===== config.mk =====
export PLATFORM = sky130hd
export DESIGN_NAME = pwr_seq
export DESIGN_NICKNAME = d
export VERILOG_FILES = /design/src/hw/pwr_seq_pkg.sv /design/src/hw/pwr_seq.sv
export SDC_FILE = /design/constraint.sdc
export NUM_CORES = 1
export LEC_CHECK = 0
export BUFFER_PORTS_ARGS = -buffer_cell sky130_fd_sc_hd__buf_4
export CORE_ASPECT_RATIO = 1.5
export CORE_MARGIN = 8
export CORE_UTILIZATION = 55
export CTS_BUF_LIST = sky130_fd_sc_hd__clkbuf_2 sky130_fd_sc_hd__clkbuf_4 sky130_fd_sc_hd__clkbuf_8
export CTS_CLUSTER_DIAMETER = 200
export CTS_CLUSTER_SIZE = 20
export DETAILED_ROUTE_END_ITERATION = 10
export GPL_TIMING_DRIVEN = 0
export PLACE_DENSITY = 0.84
export SKIP_LAST_GASP = 1
export SYNTH_ARGS = -nofsm -noshare
export SYNTH_HDL_FRONTEND = slang
export SYNTH_SLANG_ARGS = --single-unit
export TNS_END_PERCENT = 5

===== constraint.sdc =====
create_clock -name core_clk_i -period 4.59 [get_ports core_clk_i]
set_input_delay 0.459 -clock core_clk_i [delete_from_list [all_inputs] [get_ports core_clk_i]]
set_output_delay 0.459 -clock core_clk_i [all_outputs]
set_load 0.05 [all_outputs]

===== src/hw/pwr_seq_pkg.sv =====
// Constants, types and register map of the power state and safing sequencer.
// Behaviour
// - Early low wake pin returns to sleep.
// - Early-return window lasts 9 ms.
// - Sleep command ignored while wake pin high.
// - Late sleep then off command powers down.
// - Functions other than 33 V select and arm output held off in disabled power states.
// - Charge source only in start-up and run.
// - Safing gate supply blocked before start-up.
// - Passive mode activates crossover and reserve switch.
// - Operating machine starts in Init after reset.
// - First watchdog service moves Init to Diag.
// - Diag takes config; one test at once.
// - Driver switch tests only in Diag.
// - Safing transistor test only in Diag.
// - Diag leaves only on safing/scrap command.
// - Safing left only by machine reset.
// - Scrap command enters Scrap; safing off.
// - Scrap goes only to Arming.
// - Arming asserts output; timeout returns Scrap.
// - Machine reset from POR or watchdog faults.
// - Boost 23 V default; host selects 33 V/off.
// - Boost off on shutdown or battery loss unless hold bit set.
// - Boost undervoltage shown in status.
// - Boost overtemperature latched until flag read.
// - Ground loss stops boost until restored.
// - Passive boost off unless hold bit set.
package pwr_seq_pkg;
    localparam logic [7:0] SYS_CTRL_OFS  = 8'h00;
    localparam logic [7:0] SYSTEM_CONFIG_REG_OFS   = 8'h04;
    localparam logic [7:0] CMD_OFS       = 8'h08;
    localparam logic [7:0] MASK_OFS      = 8'h0c;
    localparam logic [7:0] STATUS_OFS    = 8'h10;
    localparam logic [7:0] FAULT_OFS     = 8'h14;
    localparam int CTRL_BOOST_EN_BIT     = 0;
    localparam int CTRL_BOOST_33V_BIT    = 1;
    localparam int CTRL_CHARGE_BIT       = 2;
    localparam int CTRL_VSF_BIT          = 3;
    localparam int CFG_HOLD_BOOST_BIT    = 0;
    localparam int ST_UV_BIT             = 8;
    localparam int ST_TEST_BIT           = 9;
    localparam int ST_WIN_BIT            = 10;
    localparam int FLT_OT_BIT            = 0;
    localparam logic [3:0] CTRL_RST      = 4'h1;
    localparam logic [3:0] CMD_NONE      = 4'h0;
    localparam logic [3:0] CMD_SLEEP     = 4'h1;
    localparam logic [3:0] CMD_POWEROFF  = 4'h2;
    localparam logic [3:0] CMD_SAFING    = 4'h3;
    localparam logic [3:0] CMD_SCRAP     = 4'h4;
    localparam logic [3:0] CMD_ARM       = 4'h5;
    localparam logic [3:0] CMD_HS_TEST   = 4'h6;
    localparam logic [3:0] CMD_LS_TEST   = 4'h7;
    localparam logic [3:0] CMD_FET_TEST  = 4'h8;
    localparam longint CLK_HZ            = 20000000;
    localparam longint WAKE_HOLD_MS      = 9;
    localparam int WAKE_HOLD_CYC = int'((WAKE_HOLD_MS * CLK_HZ) / 1000);
    localparam int ARM_TIMEOUT_CYC       = 2000;
    typedef enum logic [2:0] {P_OFF, P_MON, P_AWAKE, P_STARTUP, P_RUN, P_SHUT, P_ER} pwr_st_t;
    typedef enum logic [2:0] {O_INIT, O_DIAG, O_SAFING, O_SCRAP, O_ARMING} op_st_t;
    typedef struct packed {
        logic boost_en;
        logic boost_33v;
        logic charge_en;
        logic safing_supply_en;
        logic crossover_drive_out;
        logic er_switch;
        logic drivers_en;
        logic safing_logic_en;
        logic sensor_if_en;
        logic watchdog_en;
        logic arm;
    } func_en_t;
    typedef struct packed {
        logic hs;
        logic ls;
        logic fet;
    } test_t;
endpackage : pwr_seq_pkg


===== src/hw/pwr_seq.sv =====
// Power state gating, operating state machine and reserve boost control with an APB slave.
`timescale 1ns/1ps
`default_nettype none
module pwr_seq #(
    parameter int WAKE_HOLD_CYC   = pwr_seq_pkg::WAKE_HOLD_CYC,
    parameter int ARM_TIMEOUT_CYC = pwr_seq_pkg::ARM_TIMEOUT_CYC
) (
    input  wire logic                  core_clk_i,
    input  wire logic                  rst_i,
    input  wire logic                  psel_i,
    input  wire logic                  penable_i,
    input  wire logic                  pwrite_i,
    input  wire logic [7:0]            paddr_i,
    input  wire logic [31:0]           pwdata_i,
    output var  logic [31:0]           prdata_o,
    output var  logic                  pready_o,
    output var  logic                  pslverr_o,
    input  wire logic                  wake_i,
    input  wire logic                  vbat_ok_i,
    input  wire logic                  supply_ok_i,
    input  wire logic                  vin_low_i,
    input  wire logic                  por_i,
    input  wire logic                  watchdog_machine_reset_i,
    input  wire logic                  wd_fail_i,
    input  wire logic                  wd_service_i,
    input  wire logic                  arming_confirm_line_i,
    input  wire logic                  test_done_i,
    input  wire logic                  boost_uv_i,
    input  wire logic                  boost_ot_i,
    input  wire logic                  gnd_loss_i,
    output var  pwr_seq_pkg::func_en_t func_en_o,
    output var  pwr_seq_pkg::test_t    test_o,
    output var  logic [3:0]            deploy_mask_o,
    output var  logic                  reset_n_o
);
    // Counter widths bound the parameters that the logic can serve.
    if (WAKE_HOLD_CYC < 2 || WAKE_HOLD_CYC >= (1 << 18)) begin : g_bad_hold
        $error("WAKE_HOLD_CYC out of range");
    end
    if (ARM_TIMEOUT_CYC < 2 || ARM_TIMEOUT_CYC >= (1 << 16)) begin : g_bad_arm
        $error("ARM_TIMEOUT_CYC out of range");
    end

    ////////////////////////////////////////////////////////////////////////////////
    pwr_seq_pkg::pwr_st_t  pwr_ff;
    pwr_seq_pkg::pwr_st_t  nxt_pwr;
    pwr_seq_pkg::op_st_t   op_ff;
    pwr_seq_pkg::op_st_t   nxt_op;
    pwr_seq_pkg::func_en_t en_ff;
    pwr_seq_pkg::func_en_t nxt_en;
    pwr_seq_pkg::test_t    test_ff;
    logic [3:0]            ctrl_ff;
    logic                  hold_boost_ff;
    logic [3:0]            cmd_ff;
    logic [3:0]            mask_ff;
    logic                  ot_ff;
    logic                  uv_ff;
    logic [17:0]           hold_cnt_ff;
    logic [15:0]           arm_cnt_ff;
    logic                  rst_n_ff;
    logic [31:0]           prdata_ff;
    logic                  pready_ff;
    logic                  pslverr_ff;
    logic                  ssm_rst;
    logic                  active;
    logic                  passive;
    logic                  window;
    logic                  wr_done;
    logic                  rd_done;
    logic                  test_req;

    function automatic logic mapped(input logic [7:0] a);
        mapped = (a == pwr_seq_pkg::SYS_CTRL_OFS) || (a == pwr_seq_pkg::SYSTEM_CONFIG_REG_OFS) ||
                 (a == pwr_seq_pkg::CMD_OFS) || (a == pwr_seq_pkg::MASK_OFS) ||
                 (a == pwr_seq_pkg::STATUS_OFS) || (a == pwr_seq_pkg::FAULT_OFS);
    endfunction : mapped

    assign ssm_rst = por_i || watchdog_machine_reset_i || wd_fail_i;
    assign active  = (pwr_ff == pwr_seq_pkg::P_STARTUP) || (pwr_ff == pwr_seq_pkg::P_RUN);
    assign passive = (pwr_ff == pwr_seq_pkg::P_SHUT) || (pwr_ff == pwr_seq_pkg::P_ER);
    assign window  = active && (hold_cnt_ff != 18'h00000);
    assign wr_done = psel_i && penable_i && pready_ff && pwrite_i;
    assign rd_done = psel_i && penable_i && pready_ff && !pwrite_i;
    assign test_req = (cmd_ff == pwr_seq_pkg::CMD_HS_TEST) ||
                      (cmd_ff == pwr_seq_pkg::CMD_LS_TEST) ||
                      (cmd_ff == pwr_seq_pkg::CMD_FET_TEST);

    ////////////////////////////////////////////////////////////////////////////////
    // The slave answers in the first access cycle; read data is captured at setup.
    always_ff @(posedge core_clk_i or posedge rst_i) begin
        if (rst_i) begin
            pready_ff  <= 1'b0;
            pslverr_ff <= 1'b0;
            prdata_ff  <= 32'h00000000;
        end else begin
            pready_ff  <= psel_i && !penable_i;
            pslverr_ff <= psel_i && !penable_i && !mapped(paddr_i);
            prdata_ff  <= 32'h00000000;
            if (psel_i && !penable_i && !pwrite_i) begin
                case (paddr_i)
                    pwr_seq_pkg::SYS_CTRL_OFS: prdata_ff[3:0] <= ctrl_ff;
                    pwr_seq_pkg::SYSTEM_CONFIG_REG_OFS:  prdata_ff[0] <= hold_boost_ff;
                    pwr_seq_pkg::MASK_OFS:     prdata_ff[3:0] <= mask_ff;
                    pwr_seq_pkg::STATUS_OFS: begin
                        prdata_ff[2:0] <= pwr_ff;
                        prdata_ff[6:4] <= op_ff;
                        prdata_ff[pwr_seq_pkg::ST_UV_BIT] <= uv_ff;
                        prdata_ff[pwr_seq_pkg::ST_TEST_BIT] <= |test_ff;
                        prdata_ff[pwr_seq_pkg::ST_WIN_BIT] <= window;
                    end
                    pwr_seq_pkg::FAULT_OFS: prdata_ff[pwr_seq_pkg::FLT_OT_BIT] <= ot_ff;
                    default: prdata_ff <= 32'h00000000;
                endcase
            end
        end
    end

    always_ff @(posedge core_clk_i or posedge rst_i) begin
        if (rst_i) begin
            ctrl_ff       <= pwr_seq_pkg::CTRL_RST;
            hold_boost_ff <= 1'b0;
            mask_ff       <= 4'h0;
        end else if (wr_done) begin
            if (paddr_i == pwr_seq_pkg::SYS_CTRL_OFS) begin
                ctrl_ff <= pwdata_i[3:0];
            end
            if (paddr_i == pwr_seq_pkg::SYSTEM_CONFIG_REG_OFS) begin
                hold_boost_ff <= pwdata_i[pwr_seq_pkg::CFG_HOLD_BOOST_BIT];
            end
            if (paddr_i == pwr_seq_pkg::MASK_OFS && op_ff == pwr_seq_pkg::O_DIAG) begin
                mask_ff <= pwdata_i[3:0];
            end
        end
    end

    // A command is decoded into a one-cycle pulse; the machines act on the next edge.
    always_ff @(posedge core_clk_i or posedge rst_i) begin
        if (rst_i) begin
            cmd_ff <= pwr_seq_pkg::CMD_NONE;
        end else if (wr_done && paddr_i == pwr_seq_pkg::CMD_OFS) begin
            cmd_ff <= pwdata_i[3:0];
        end else begin
            cmd_ff <= pwr_seq_pkg::CMD_NONE;
        end
    end

    ////////////////////////////////////////////////////////////////////////////////
    // A new thermal event wins over the read that clears the flag.
    always_ff @(posedge core_clk_i or posedge rst_i) begin
        if (rst_i) begin
            ot_ff <= 1'b0;
            uv_ff <= 1'b0;
        end else begin
            uv_ff <= boost_uv_i;
            ot_ff <= boost_ot_i || (ot_ff && !(rd_done && paddr_i == pwr_seq_pkg::FAULT_OFS
                     && prdata_ff[pwr_seq_pkg::FLT_OT_BIT]));
        end
    end

    ////////////////////////////////////////////////////////////////////////////////
    // Power state machine; in start-up and run a low input voltage wins over every other cause.
    always_comb begin
        nxt_pwr = pwr_ff;
        case (pwr_ff)
            pwr_seq_pkg::P_OFF: begin
                if (wake_i) begin
                    nxt_pwr = pwr_seq_pkg::P_MON;
                end
            end
            pwr_seq_pkg::P_MON: begin
                nxt_pwr = wake_i ? pwr_seq_pkg::P_AWAKE : pwr_seq_pkg::P_OFF;
            end
            pwr_seq_pkg::P_AWAKE: begin
                if (!wake_i) begin
                    nxt_pwr = pwr_seq_pkg::P_MON;
                end else if (vbat_ok_i) begin
                    nxt_pwr = pwr_seq_pkg::P_STARTUP;
                end
            end
            pwr_seq_pkg::P_STARTUP, pwr_seq_pkg::P_RUN: begin
                if (vin_low_i) begin
                    nxt_pwr = pwr_seq_pkg::P_ER;
                end else if (!wake_i && window) begin
                    nxt_pwr = pwr_seq_pkg::P_AWAKE;
                end else if (!wake_i && cmd_ff == pwr_seq_pkg::CMD_SLEEP) begin
                    nxt_pwr = pwr_seq_pkg::P_SHUT;
                end else if (pwr_ff == pwr_seq_pkg::P_STARTUP && supply_ok_i) begin
                    nxt_pwr = pwr_seq_pkg::P_RUN;
                end
            end
            pwr_seq_pkg::P_SHUT: begin
                if (cmd_ff == pwr_seq_pkg::CMD_POWEROFF) begin
                    nxt_pwr = pwr_seq_pkg::P_OFF;
                end
            end
            pwr_seq_pkg::P_ER: nxt_pwr = pwr_seq_pkg::P_ER;
            default: nxt_pwr = pwr_seq_pkg::P_OFF;
        endcase
    end

    always_ff @(posedge core_clk_i or posedge rst_i) begin
        if (rst_i) begin
            pwr_ff <= pwr_seq_pkg::P_OFF;
        end else begin
            pwr_ff <= nxt_pwr;
        end
    end

    // The early-return window is armed on every entry into start-up.
    always_ff @(posedge core_clk_i or posedge rst_i) begin
        if (rst_i) begin
            hold_cnt_ff <= 18'h00000;
        end else if (pwr_ff == pwr_seq_pkg::P_AWAKE && nxt_pwr == pwr_seq_pkg::P_STARTUP) begin
            hold_cnt_ff <= 18'(WAKE_HOLD_CYC);
        end else if (hold_cnt_ff != 18'h00000) begin
            hold_cnt_ff <= hold_cnt_ff - 18'h00001;
        end
    end

    ////////////////////////////////////////////////////////////////////////////////
    // Operating state machine; a machine reset overrides every transition.
    always_comb begin
        nxt_op = op_ff;
        case (op_ff)
            pwr_seq_pkg::O_INIT: begin
                if (wd_service_i) begin
                    nxt_op = pwr_seq_pkg::O_DIAG;
                end
            end
            pwr_seq_pkg::O_DIAG: begin
                if (cmd_ff == pwr_seq_pkg::CMD_SAFING) begin
                    nxt_op = pwr_seq_pkg::O_SAFING;
                end else if (cmd_ff == pwr_seq_pkg::CMD_SCRAP) begin
                    nxt_op = pwr_seq_pkg::O_SCRAP;
                end
            end
            pwr_seq_pkg::O_SAFING: nxt_op = pwr_seq_pkg::O_SAFING;
            pwr_seq_pkg::O_SCRAP: begin
                if (cmd_ff == pwr_seq_pkg::CMD_ARM) begin
                    nxt_op = pwr_seq_pkg::O_ARMING;
                end
            end
            pwr_seq_pkg::O_ARMING: begin
                if (arm_cnt_ff == 16'h0001 && !arming_confirm_line_i) begin
                    nxt_op = pwr_seq_pkg::O_SCRAP;
                end
            end
            default: nxt_op = pwr_seq_pkg::O_INIT;
        endcase
    end

    always_ff @(posedge core_clk_i or posedge rst_i) begin
        if (rst_i) begin
            op_ff <= pwr_seq_pkg::O_INIT;
        end else if (ssm_rst) begin
            op_ff <= pwr_seq_pkg::O_INIT;
        end else begin
            op_ff <= nxt_op;
        end
    end

    // A correct confirmation restarts the arming time-out.
    always_ff @(posedge core_clk_i or posedge rst_i) begin
        if (rst_i) begin
            arm_cnt_ff <= 16'h0000;
        end else if (op_ff != pwr_seq_pkg::O_ARMING || arming_confirm_line_i) begin
            arm_cnt_ff <= 16'(ARM_TIMEOUT_CYC);
        end else if (arm_cnt_ff != 16'h0000) begin
            arm_cnt_ff <= arm_cnt_ff - 16'h0001;
        end
    end

    // Only one test runs; a request while busy or outside Diag is dropped.
    always_ff @(posedge core_clk_i or posedge rst_i) begin
        if (rst_i) begin
            test_ff <= '0;
        end else if (op_ff != pwr_seq_pkg::O_DIAG || ssm_rst || test_done_i) begin
            test_ff <= '0;
        end else if (test_ff == '0 && test_req) begin
            test_ff.hs  <= cmd_ff == pwr_seq_pkg::CMD_HS_TEST;
            test_ff.ls  <= cmd_ff == pwr_seq_pkg::CMD_LS_TEST;
            test_ff.fet <= cmd_ff == pwr_seq_pkg::CMD_FET_TEST;
        end
    end

    ////////////////////////////////////////////////////////////////////////////////
    // Enables are decoded here and registered so each output leaves a flip-flop.
    always_comb begin
        nxt_en = '0;
        nxt_en.boost_en = (active || (passive && hold_boost_ff))
                          && ctrl_ff[pwr_seq_pkg::CTRL_BOOST_EN_BIT]
                          && !ot_ff && !boost_ot_i
                          && !gnd_loss_i;
        nxt_en.boost_33v = ctrl_ff[pwr_seq_pkg::CTRL_BOOST_33V_BIT];
        nxt_en.charge_en = active && ctrl_ff[pwr_seq_pkg::CTRL_CHARGE_BIT];
        nxt_en.safing_supply_en = (active || passive) && ctrl_ff[pwr_seq_pkg::CTRL_VSF_BIT];
        nxt_en.crossover_drive_out = passive;
        nxt_en.er_switch = passive;
        nxt_en.drivers_en = active || passive;
        nxt_en.safing_logic_en = (active || passive) && op_ff == pwr_seq_pkg::O_SAFING;
        nxt_en.sensor_if_en = (active || passive) && op_ff != pwr_seq_pkg::O_SCRAP
                              && op_ff != pwr_seq_pkg::O_ARMING;
        nxt_en.watchdog_en = active || pwr_ff == pwr_seq_pkg::P_SHUT;
        nxt_en.arm = op_ff == pwr_seq_pkg::O_ARMING;
    end

    always_ff @(posedge core_clk_i or posedge rst_i) begin
        if (rst_i) begin
            en_ff    <= '0;
            rst_n_ff <= 1'b0;
        end else begin
            en_ff    <= nxt_en;
            rst_n_ff <= !ssm_rst;
        end
    end

    // Output ports are plain copies of registers.
    assign prdata_o      = prdata_ff;
    assign pready_o      = pready_ff;
    assign pslverr_o     = pslverr_ff;
    assign func_en_o     = en_ff;
    assign test_o        = test_ff;
    assign deploy_mask_o = mask_ff;
    assign reset_n_o     = rst_n_ff;
endmodule : pwr_seq
`default_nettype wire


==> results.yml, run 1 <==
synthesis:
  yosysWarnings: 0
  yosys_register_bits: 81
  synthArstFlopShare_pct: 100
  synth-edff-count: 0
  synth_seq_area_share_pct: 49.0
  syn_avg_cell_area_um2: 9.88
  yosys_most_used_dff: "dfrtp_1"
  synth_area_um2: 4140
  syn_inst: 419
  synth_cell_types: 57
detailed_routing:
  antenna_left: 0
  vias: 3338
  drtPass1Iterations: 4
  routed_wl_um: 9450
  post-route-drc-count: 0
  wl_per_cell_um: 15.3
  drt_iter0_markers: 227
  vias_per_cell: 5.41
placed_design:
  place_congestion: 0.845
  hpwlAfterDp_um: 7090
  postPlaceCellArea_um2: 4810
  port_buffers: 58
finish:
  n_fill_cell: 599
  antenna_cells: 0
  multi_input_area_um2: 1920
  final_layout_size_suffix_gt1_share_pct: 24.5
  seqCellArea_um2: 2030
  syn_to_final_growth_pct: 21.6
  fin_nets: 572
  fin_area_um2: 5030
status:
  status: "finished, final reports clean"
sta:
  finalSetupViolations: 0
  slew_headroom_pct: 45.0
  fin_tns_setup_ns: 0
  finalCritPeriodShare_pct: 51.7
  period_minus_slack_ns: 2.37
  worst_pin_slew_ns: 0.819
  finClkSkew_ns: 0.0111
  holdWs_ns: 0.210
  hold_violations: 0
  fmax_ghz: 0.422
  drv_slew: 0
  rsz0062_at_grt: "no"
clock_network:
  clk_latency_ns: 0.35
  tritoncts: "done"
  htree_levels: 3
  clkTransAtPathRegs_ns: 0.08
  cts.path.max_buffers: 2
  clock-sinks: 81
  cts_root_buf: "clkbuf_8"
  cts_buffers: 9
floorplanning:
  initial_core_util_pct: 55.4
  fp.dieW_um: 86.8
  rows: 39
  dieHeight_um: 122
  core_area_um2: 7470
  dieArea_um2: 10600
  top_level_ports: 111
critical_path:
  worstSetupPathType: "reg2reg"
  end_kind: "flop"
  start_kind: "flop"
  cp.arrival_ns: 2.58
  critPathRequiredTime_ns: 4.80
  path_max_fanout: 8
pwr:
  p_per_area_nw_per_um2: 393
  total_power_mw: 1.98
  ir_drop_v: 0.000363
  p_leak_nw: 2.26
global_route:
  grt_use_total_pct: 18.4
  antenna_found_initial: 0
  grt_pass1_vias: 3417
  grt_pass1_wl_um: 15500
  grt-ovfl-total: 0
  grt_max_degree: 73
worst_hold_path:
  hold_path_class: "in2reg"
flow_run:
  cap_violations: 0
-- area by class of cell --
type	instances	area share (%)
Clock buffer	13	3.55
Tap cell	102	2.53
Multi-Input combinational cell	311	38.2
Inverter	15	1.17
Buffer	33	4.20
Clock inverter	2	0.696
Timing Repair Buffer	60	9.39
Sequential cell	81	40.3
-- kinds of logic after synthesis --
family	Yosys count	synth area share (%)
xor+xnor	28	5.92
flops	81	49.0
other cells	1	0.0906
simple gates	196	26.2
mux	14	3.72
buf+inv	48	6.47
compound gates	48	7.68
fa+ha+maj	3	0.907
-- metrics by stage --
stage	setup slack [ns]	utilization (%)	cells
after floorplan	2.05	-	440
after global placement	1.19	64.0	600
after detailed placement	2.10	64.4	601
after CTS	2.20	67.4	617
after global routing	2.05	67.4	617
final	2.22	67.4	617
-- placed cells by master, fill, tap and decap left out, types with 2 or more instances in the layout --
master,count
a21oi_1,10
a22oi_1,5
a31oi_1,2
and2_1,5
and3_1,4
and3b_1,2
buf_1,2
buf_4,81
clkbuf_1,7
clkbuf_8,13
conb_1,22
dfrtp_1,80
ha_1,3
inv_1,14
mux2_2,11
mux2i_1,3
nand2_1,27
nand2b_1,10
nand3_1,21
nand3b_1,6
nand4_1,2
nor2_1,54
nor2b_1,6
nor3_1,12
nor3b_1,3
nor4_1,14
nor4_2,2
nor4b_1,3
o211ai_1,3
o21ai_0,13
o31ai_1,2
o41ai_1,3
or2_2,3
or3_1,8
or4_1,5
xnor2_1,5
xor2_1,23
-- power breakdown --
group | internal (mW) | switching, mW
registers | 0.796 | 0.0733
logic | 0.202 | 0.359
clock network | 0.307 | 0.243
total | 1.30 | 0.676
-- critical path, stage by stage (launching register included) --
cell and delay (ns):
dfrtp_1 0.38, inv_1 0.09, ha_1 0.22, nor4b_2 0.62, nand3_1 0.34, o21ai_0 0.33
xor2_1 0.19, nor2_1 0.06
-- flip-flops by register name, indices dropped and copies added (netlist names) --
signal	cells
ot_ff	1
hold_cnt_ff	18
ctrl_ff	4
op_ff	3
arm_cnt_ff	16
prdata_o	10
hold_boost_ff	1
pready_o	1
uv_ff	1
test_o	3
reset_n_o	1
func_en_o	10
pwr_ff	3
pslverr_o	1
deploy_mask_o	4
cmd_ff	4
-- metal layers --
metal | global-route usage, % | vias up | routed length (um)
met2 | 32.6 | 88 | 4990
met1 | 19.6 | 1623 | 3760
li1 | - | 1610 | -
met3 | 4.16 | 17 | 456
met4 | 10.2 | 0 | 245
met5 | 0 | - | 0
-- cell usage after synthesis, types with 4 or more instances --
library cell	count	share of area (%)
o21ai_0	13	1.6
xor2_1	23	4.9
mux2_2	11	3.0
inv_1	15	1.4
a21oi_1	10	1.2
and2_1	5	0.76
nor2_1	54	4.9
or4_1	5	0.91
or3_1	8	1.2
nor3_1	12	1.5
buf_4	23	4.2
nand2_1	27	2.4
nor4_1	14	2.1
nand3_1	21	2.5
clkbuf_1	7	0.63
xnor2_1	5	1.1
nand3b_1	6	1.1
nor2b_1	6	0.91
nand2b_1	10	1.5
dfrtp_1	80	48
and3_1	4	0.60
a22oi_1	5	0.91
-- what timing repair did --
item / 4_1_cts / 5_1_grt
hold buffers: 1 / 0
gates resized for setup: 0 / 0
hold endpoints to repair: 9 / 0
setup buffers: 0 / 0
-- worst paths after layout --
path | start | to | slack (ns) | cells past startpoint
hold / removal | boost_uv_i | uv_ff | 0.21 | 1
max in group asynchronous | rst_i | ctrl_ff[0] | 3.43 | 4
min in group asynchronous | rst_i | prdata_o[9] | 0.56 | 3
setup reg to reg | hold_cnt_ff[0] | hold_cnt_ff[2] | 2.22 | 7
setup / recovery | hold_cnt_ff[0] | hold_cnt_ff[2] | 2.22 | 7
hold reg to reg | ctrl_ff[1] | func_en_o[9] | 0.40 | 0
No activity file was read; power rests on OpenSTA's default activity.
==> run 2, diff against run 1 <==
CORE_UTILIZATION = 49   (was 55)
PLACE_DENSITY = 0.79   (was 0.84)
clock period = 1.9 ns   (was 4.59 ns; I/O delays follow)
==> results.yml, run 2 (synthesis gave the netlist of run 1 again) <==
status:
  status: "complete, but fails checks"
  violations: "negative hold slack, negative setup slack"
clock_network:
  clock-sinks: 81
  htree_levels: 3
  tritoncts: "done"
  cts_buffers: 9
  cts.path.max_buffers: 2
  cts_root_buf: "clkbuf_8"
  clkTransAtPathRegs_ns: 0.08
  clk_latency_ns: 0.36
finish:
  syn_to_final_growth_pct: 24.4
  seqCellArea_um2: 2030
  fin_area_um2: 5150
  final_layout_size_suffix_gt1_share_pct: 27.7
  largest_reg_flops: 18
  multi_input_area_um2: 2020
  top_regs: "hold_cnt_ff x18, arm_cnt_ff x16"
  layout_commonest_cell: "buf_4"
  final_cells: 627
  most-common-layout-cells: "buf_4 (85), dfrtp_1 (79), nor2_1 (54)"
  fin_nets: 576
  top_register: "hold_cnt_ff"
  antenna_cells: 0
  n_fill_cell: 701
detailed_routing:
  vias_per_cell: 5.34
  vias: 3350
  wl_per_cell_um: 16.2
  routed_wl_um: 10100
  post-route-drc-count: 0
  drt_iter0_markers: 205
  drtPass1Iterations: 5
  antenna_left: 0
pwr:
  power_switching_mw: 1.75
  clkPwrFrac_pct: 26.8
  p_per_area_nw_per_um2: 956
  p_int_mw: 3.18
  ir_drop_v: 0.000652
  p_leak_nw: 2.28
  swShare_pct: 35.5
  pwr-share-comb_pct: 30.4
  pwr-share-seq_pct: 42.8
sta:
  setup_ws_ns: -0.101
  finalSetupViolations: 10
  fmax_ghz: 0.500
  drv_slew: 0
  rsz0062_at_grt: "yes"
  worst_pin_slew_ns: 0.827
  finClkSkew_ns: 0.00914
  slew_headroom_pct: 44.7
  period_minus_slack_ns: 2.00
  finalCritPeriodShare_pct: 105
  holdWs_ns: -0.0162
  hold_violations: 15
critical_path:
  path_max_fanout: 5
  start_kind: "flop"
  r2r-start: "hold_cnt_ff[6]"
  end_kind: "flop"
  critPathRequiredTime_ns: 2.17
  cp.arrival_ns: 2.27
  ff2ff_path_depth: 5
  r2r-end: "pwr_ff[0]"
  worstSetupPathType: "reg2reg"
  r2r_slack_ns: -0.10
global_route:
  busiest_layer: "met2"
  grt_max_degree: 45
  met1_usage_pct: 16.5
  grt_pass1_wl_um: 16200
  grt_pass1_vias: 3447
  grt-ovfl-total: 0
  antenna_found_initial: 0
  use_met3_pct: 5.07
  met2_usage_pct: 31.9
  grt_use_total_pct: 17.0
floorplanning:
  top_level_ports: 111
  core_area_um2: 8310
  dieHeight_um: 129
  fp.dieW_um: 91.0
  rows: 41
  dieArea_um2: 11700
  initial_core_util_pct: 49.8
worst_hold_path:
  hold_path_class: "in2async"
placed_design:
  place_congestion: 0.826
  port_buffers: 58
  pre_cts_slack_ns: -0.450
  hpwlAfterDp_um: 7390
  postPlaceCellArea_um2: 4810
  placedCellCount: 606
flow_run:
  cap_violations: 0
## run 2: cell types whose count changed in the layout (fill, tap and decap cells not counted), moves of 3 or more
| cell | change |
|---|---|
| clkbuf_4 | +4 |
| nor4_1 | -3 |
| buf_4 | +4 |
| clkbuf_8 | -3 |
## run 2: repair_timing
action                                 in CTS  in global routing
resized for setup                           6                 11
setup endpoints to repair                  38                 35
pin swaps                                   1                  3
setup buffers                               2                  2
endpoints found under the hold margin       1                  0
gates cloned                                0                  1
hold buffers                                1                  0
## run 2: how the worst max path moves through the flow
stage | from | end | slack (ns) | cells past startpoint
after floorplan | hold_cnt_ff[5] | hold_cnt_ff[2] | -0.04 | 5
after global placement | hold_cnt_ff[0] | hold_cnt_ff[2] | -0.37 | 7
after detailed placement | hold_cnt_ff[0] | hold_cnt_ff[2] | -0.45 | 7
after CTS | cmd_ff[3] | hold_cnt_ff[17] | -0.11 | 6
after global routing | hold_cnt_ff[6] | pwr_ff[0] | -0.15 | 5
final | hold_cnt_ff[6] | pwr_ff[0] | -0.10 | 5
## run 2: through the flow
step	TNS (ns)	total power [mW]	utilization [%]
floorplan	-0.0620	3.11	-
global placement	-6.42	3.43	57.6
detailed placement	-8.22	3.49	57.9
CTS	-1.82	4.85	61.1
global route	-2.65	5.14	62.0
finish	-0.569	4.92	62.0
## run 2: cell type report
type,count,area share [%]
buffer,32,4.06
clock buffer,14,3.26
clock inverter,2,0.753
inverter,15,1.17
multi-input combinational,312,39.1
sequential,81,39.4
tap,107,2.60
timing repair buffer,64,9.62
## run 2: routing by layer
layer	wire (um)	vias up
li1	-	1612
met1	3850	1620
met2	5460	94
met3	569	24
met4	254	0
met5	0	-
## run 2: critical path: stages, from the launching register on
cell and delay, ns:
dfrtp_2 0.42, or4_4 0.57, or3_4 0.46, nor2_8 0.17, nor3_2 0.07, o31ai_2 0.21
## run 2: power groups by stage
stage / Clock [mW] / Combinational, mW / Sequential [mW]
2_1_floorplan: 0 / 0.874 / 2.23
5_1_grt: 1.39 / 1.63 / 2.12
3_3_place_gp: 0 / 1.31 / 2.11
6_report: 1.32 / 1.50 / 2.10
3_5_place_dp: 0 / 1.36 / 2.12
4_1_cts: 1.33 / 1.43 / 2.09
==> run 3, diff against run 2 <==
RECOVER_POWER = 25   (was default)
==> results.yml, run 3 (synthesis gave the netlist of run 1 again) <==
finish:
  final_cells: 627
  final_layout_size_suffix_gt1_share_pct: 27.5
  layout_commonest_cell: "buf_4"
  utilization_pct: 61.9
  syn_to_final_growth_pct: 24.3
  fin_nets: 576
  most-common-layout-cells: "buf_4 (81), dfrtp_1 (79), nor2_1 (54)"
  largest_reg_flops: 18
  fin_area_um2: 5140
  top_register: "hold_cnt_ff"
  antenna_cells: 0
  top_regs: "hold_cnt_ff x18, arm_cnt_ff x16"
global_route:
  grt_max_degree: 45
  grt_pass1_wl_um: 16200
  grt_pass1_vias: 3447
  grt_use_total_pct: 17.0
  antenna_found_initial: 0
  grt-ovfl-total: 0
sta:
  period_minus_slack_ns: 2.00
  slew_headroom_pct: -14.2
  setup_ws_ns: -0.0994
  finalSetupViolations: 10
  fmax_ghz: 0.500
  fin_tns_setup_ns: -0.556
  worst_pin_slew_ns: 1.70
  drv_slew: 38
  finClkSkew_ns: 0.00950
  hold_violations: 0
  holdWs_ns: 0.0310
  finalCritPeriodShare_pct: 105
  rsz0062_at_grt: "yes"
clock_network:
  htree_levels: 3
  cts_buffers: 9
  cts_root_buf: "clkbuf_8"
  clock-sinks: 81
  tritoncts: "done"
  cts.path.max_buffers: 2
  clkTransAtPathRegs_ns: 0.08
  clk_latency_ns: 0.36
detailed_routing:
  drt_iter0_markers: 232
  antenna_left: 0
  vias: 3356
  post-route-drc-count: 0
  drtPass1Iterations: 5
  wl_per_cell_um: 16.2
  routed_wl_um: 10200
  vias_per_cell: 5.35
pwr:
  ir_drop_v: 0.000655
  p_per_area_nw_per_um2: 959
  total_power_mw: 4.93
  p_leak_nw: 2.28
status:
  violations: "max-capacitance violations, max-slew violations, negative setup slack"
  status: "complete, but fails checks"
floorplanning:
  top_level_ports: 111
  dieHeight_um: 129
  fp.dieW_um: 91.0
  dieArea_um2: 11700
  core_area_um2: 8310
  rows: 41
  initial_core_util_pct: 49.8
critical_path:
  cp.arrival_ns: 2.27
  worstSetupPathType: "reg2reg"
  start_kind: "flop"
  end_kind: "flop"
  critPathRequiredTime_ns: 2.17
  path_max_fanout: 5
placed_design:
  postPlaceCellArea_um2: 4810
  pre_cts_slack_ns: -0.450
  placedCellCount: 606
  port_buffers: 58
  place_congestion: 0.826
  hpwlAfterDp_um: 7390
worst_hold_path:
  hold_path_class: "in2reg"
flow_run:
  cap_violations: 1
-- run 3: cell count changes in the layout (fill, tap and decap cells not counted), sizes merged --
cell,delta
clkbuf,+4
buf,-4
-- run 3: final cells by class --
cell class / count / area [um2]
Timing Repair Buffer: 64 / 492
Multi-Input combinational cell: 312 / 2020
Tap cell: 107 / 134
Clock buffer: 14 / 168
Inverter: 15 / 57.6
Clock inverter: 2 / 38.8
Sequential cell: 81 / 2030
Fill cell: 701 / 3170
Buffer: 32 / 209
-- run 3: critical path, cell delays in order (launching register included) --
cell	delay, ns
dfrtp_2	0.42
or4_4	0.57
or3_4	0.46
nor2_8	0.17
nor3_2	0.07
o31ai_2	0.21
-- run 3: final timing paths --
path,startpoint,endpoint,slack [ns],cells after the start
worst max-delay path,hold_cnt_ff[6],pwr_ff[0],-0.1,5
worst min-delay path,boost_ot_i,ot_ff,0.03,2
worst max register to register,hold_cnt_ff[6],pwr_ff[0],-0.1,5
worst min register to register,ctrl_ff[1],func_en_o[9],0.41,0
max in group asynchronous,rst_i,hold_cnt_ff[6],0.78,3
min in group asynchronous,rst_i,arm_cnt_ff[13],0.25,2
-- run 3: timing repair --
item,in CTS,in global routing
setup endpoints to repair,38,35
hold buffers,1,0
resized for setup,6,11
gates cloned,0,1
pin swaps,1,3
buffers inserted,2,2
hold endpoints to repair,1,0
-- run 3: where the power goes --
part	switching (mW)	internal, mW	total [mW]	leakage (nW)
registers	0.184	1.92	2.10	1.02
logic	0.952	0.548	1.50	1.15
clock network	0.623	0.706	1.33	0.109
total	1.76	3.18	4.93	2.28
-- run 3: metal layers --
metal	share of wire (%)	vias up	global-route usage, %
met5	0	-	0
li1	-	1613	-
met3	5.9	20	5.07
met1	38	1623	16.5
met4	2.1	0	7.94
met2	54	100	31.9
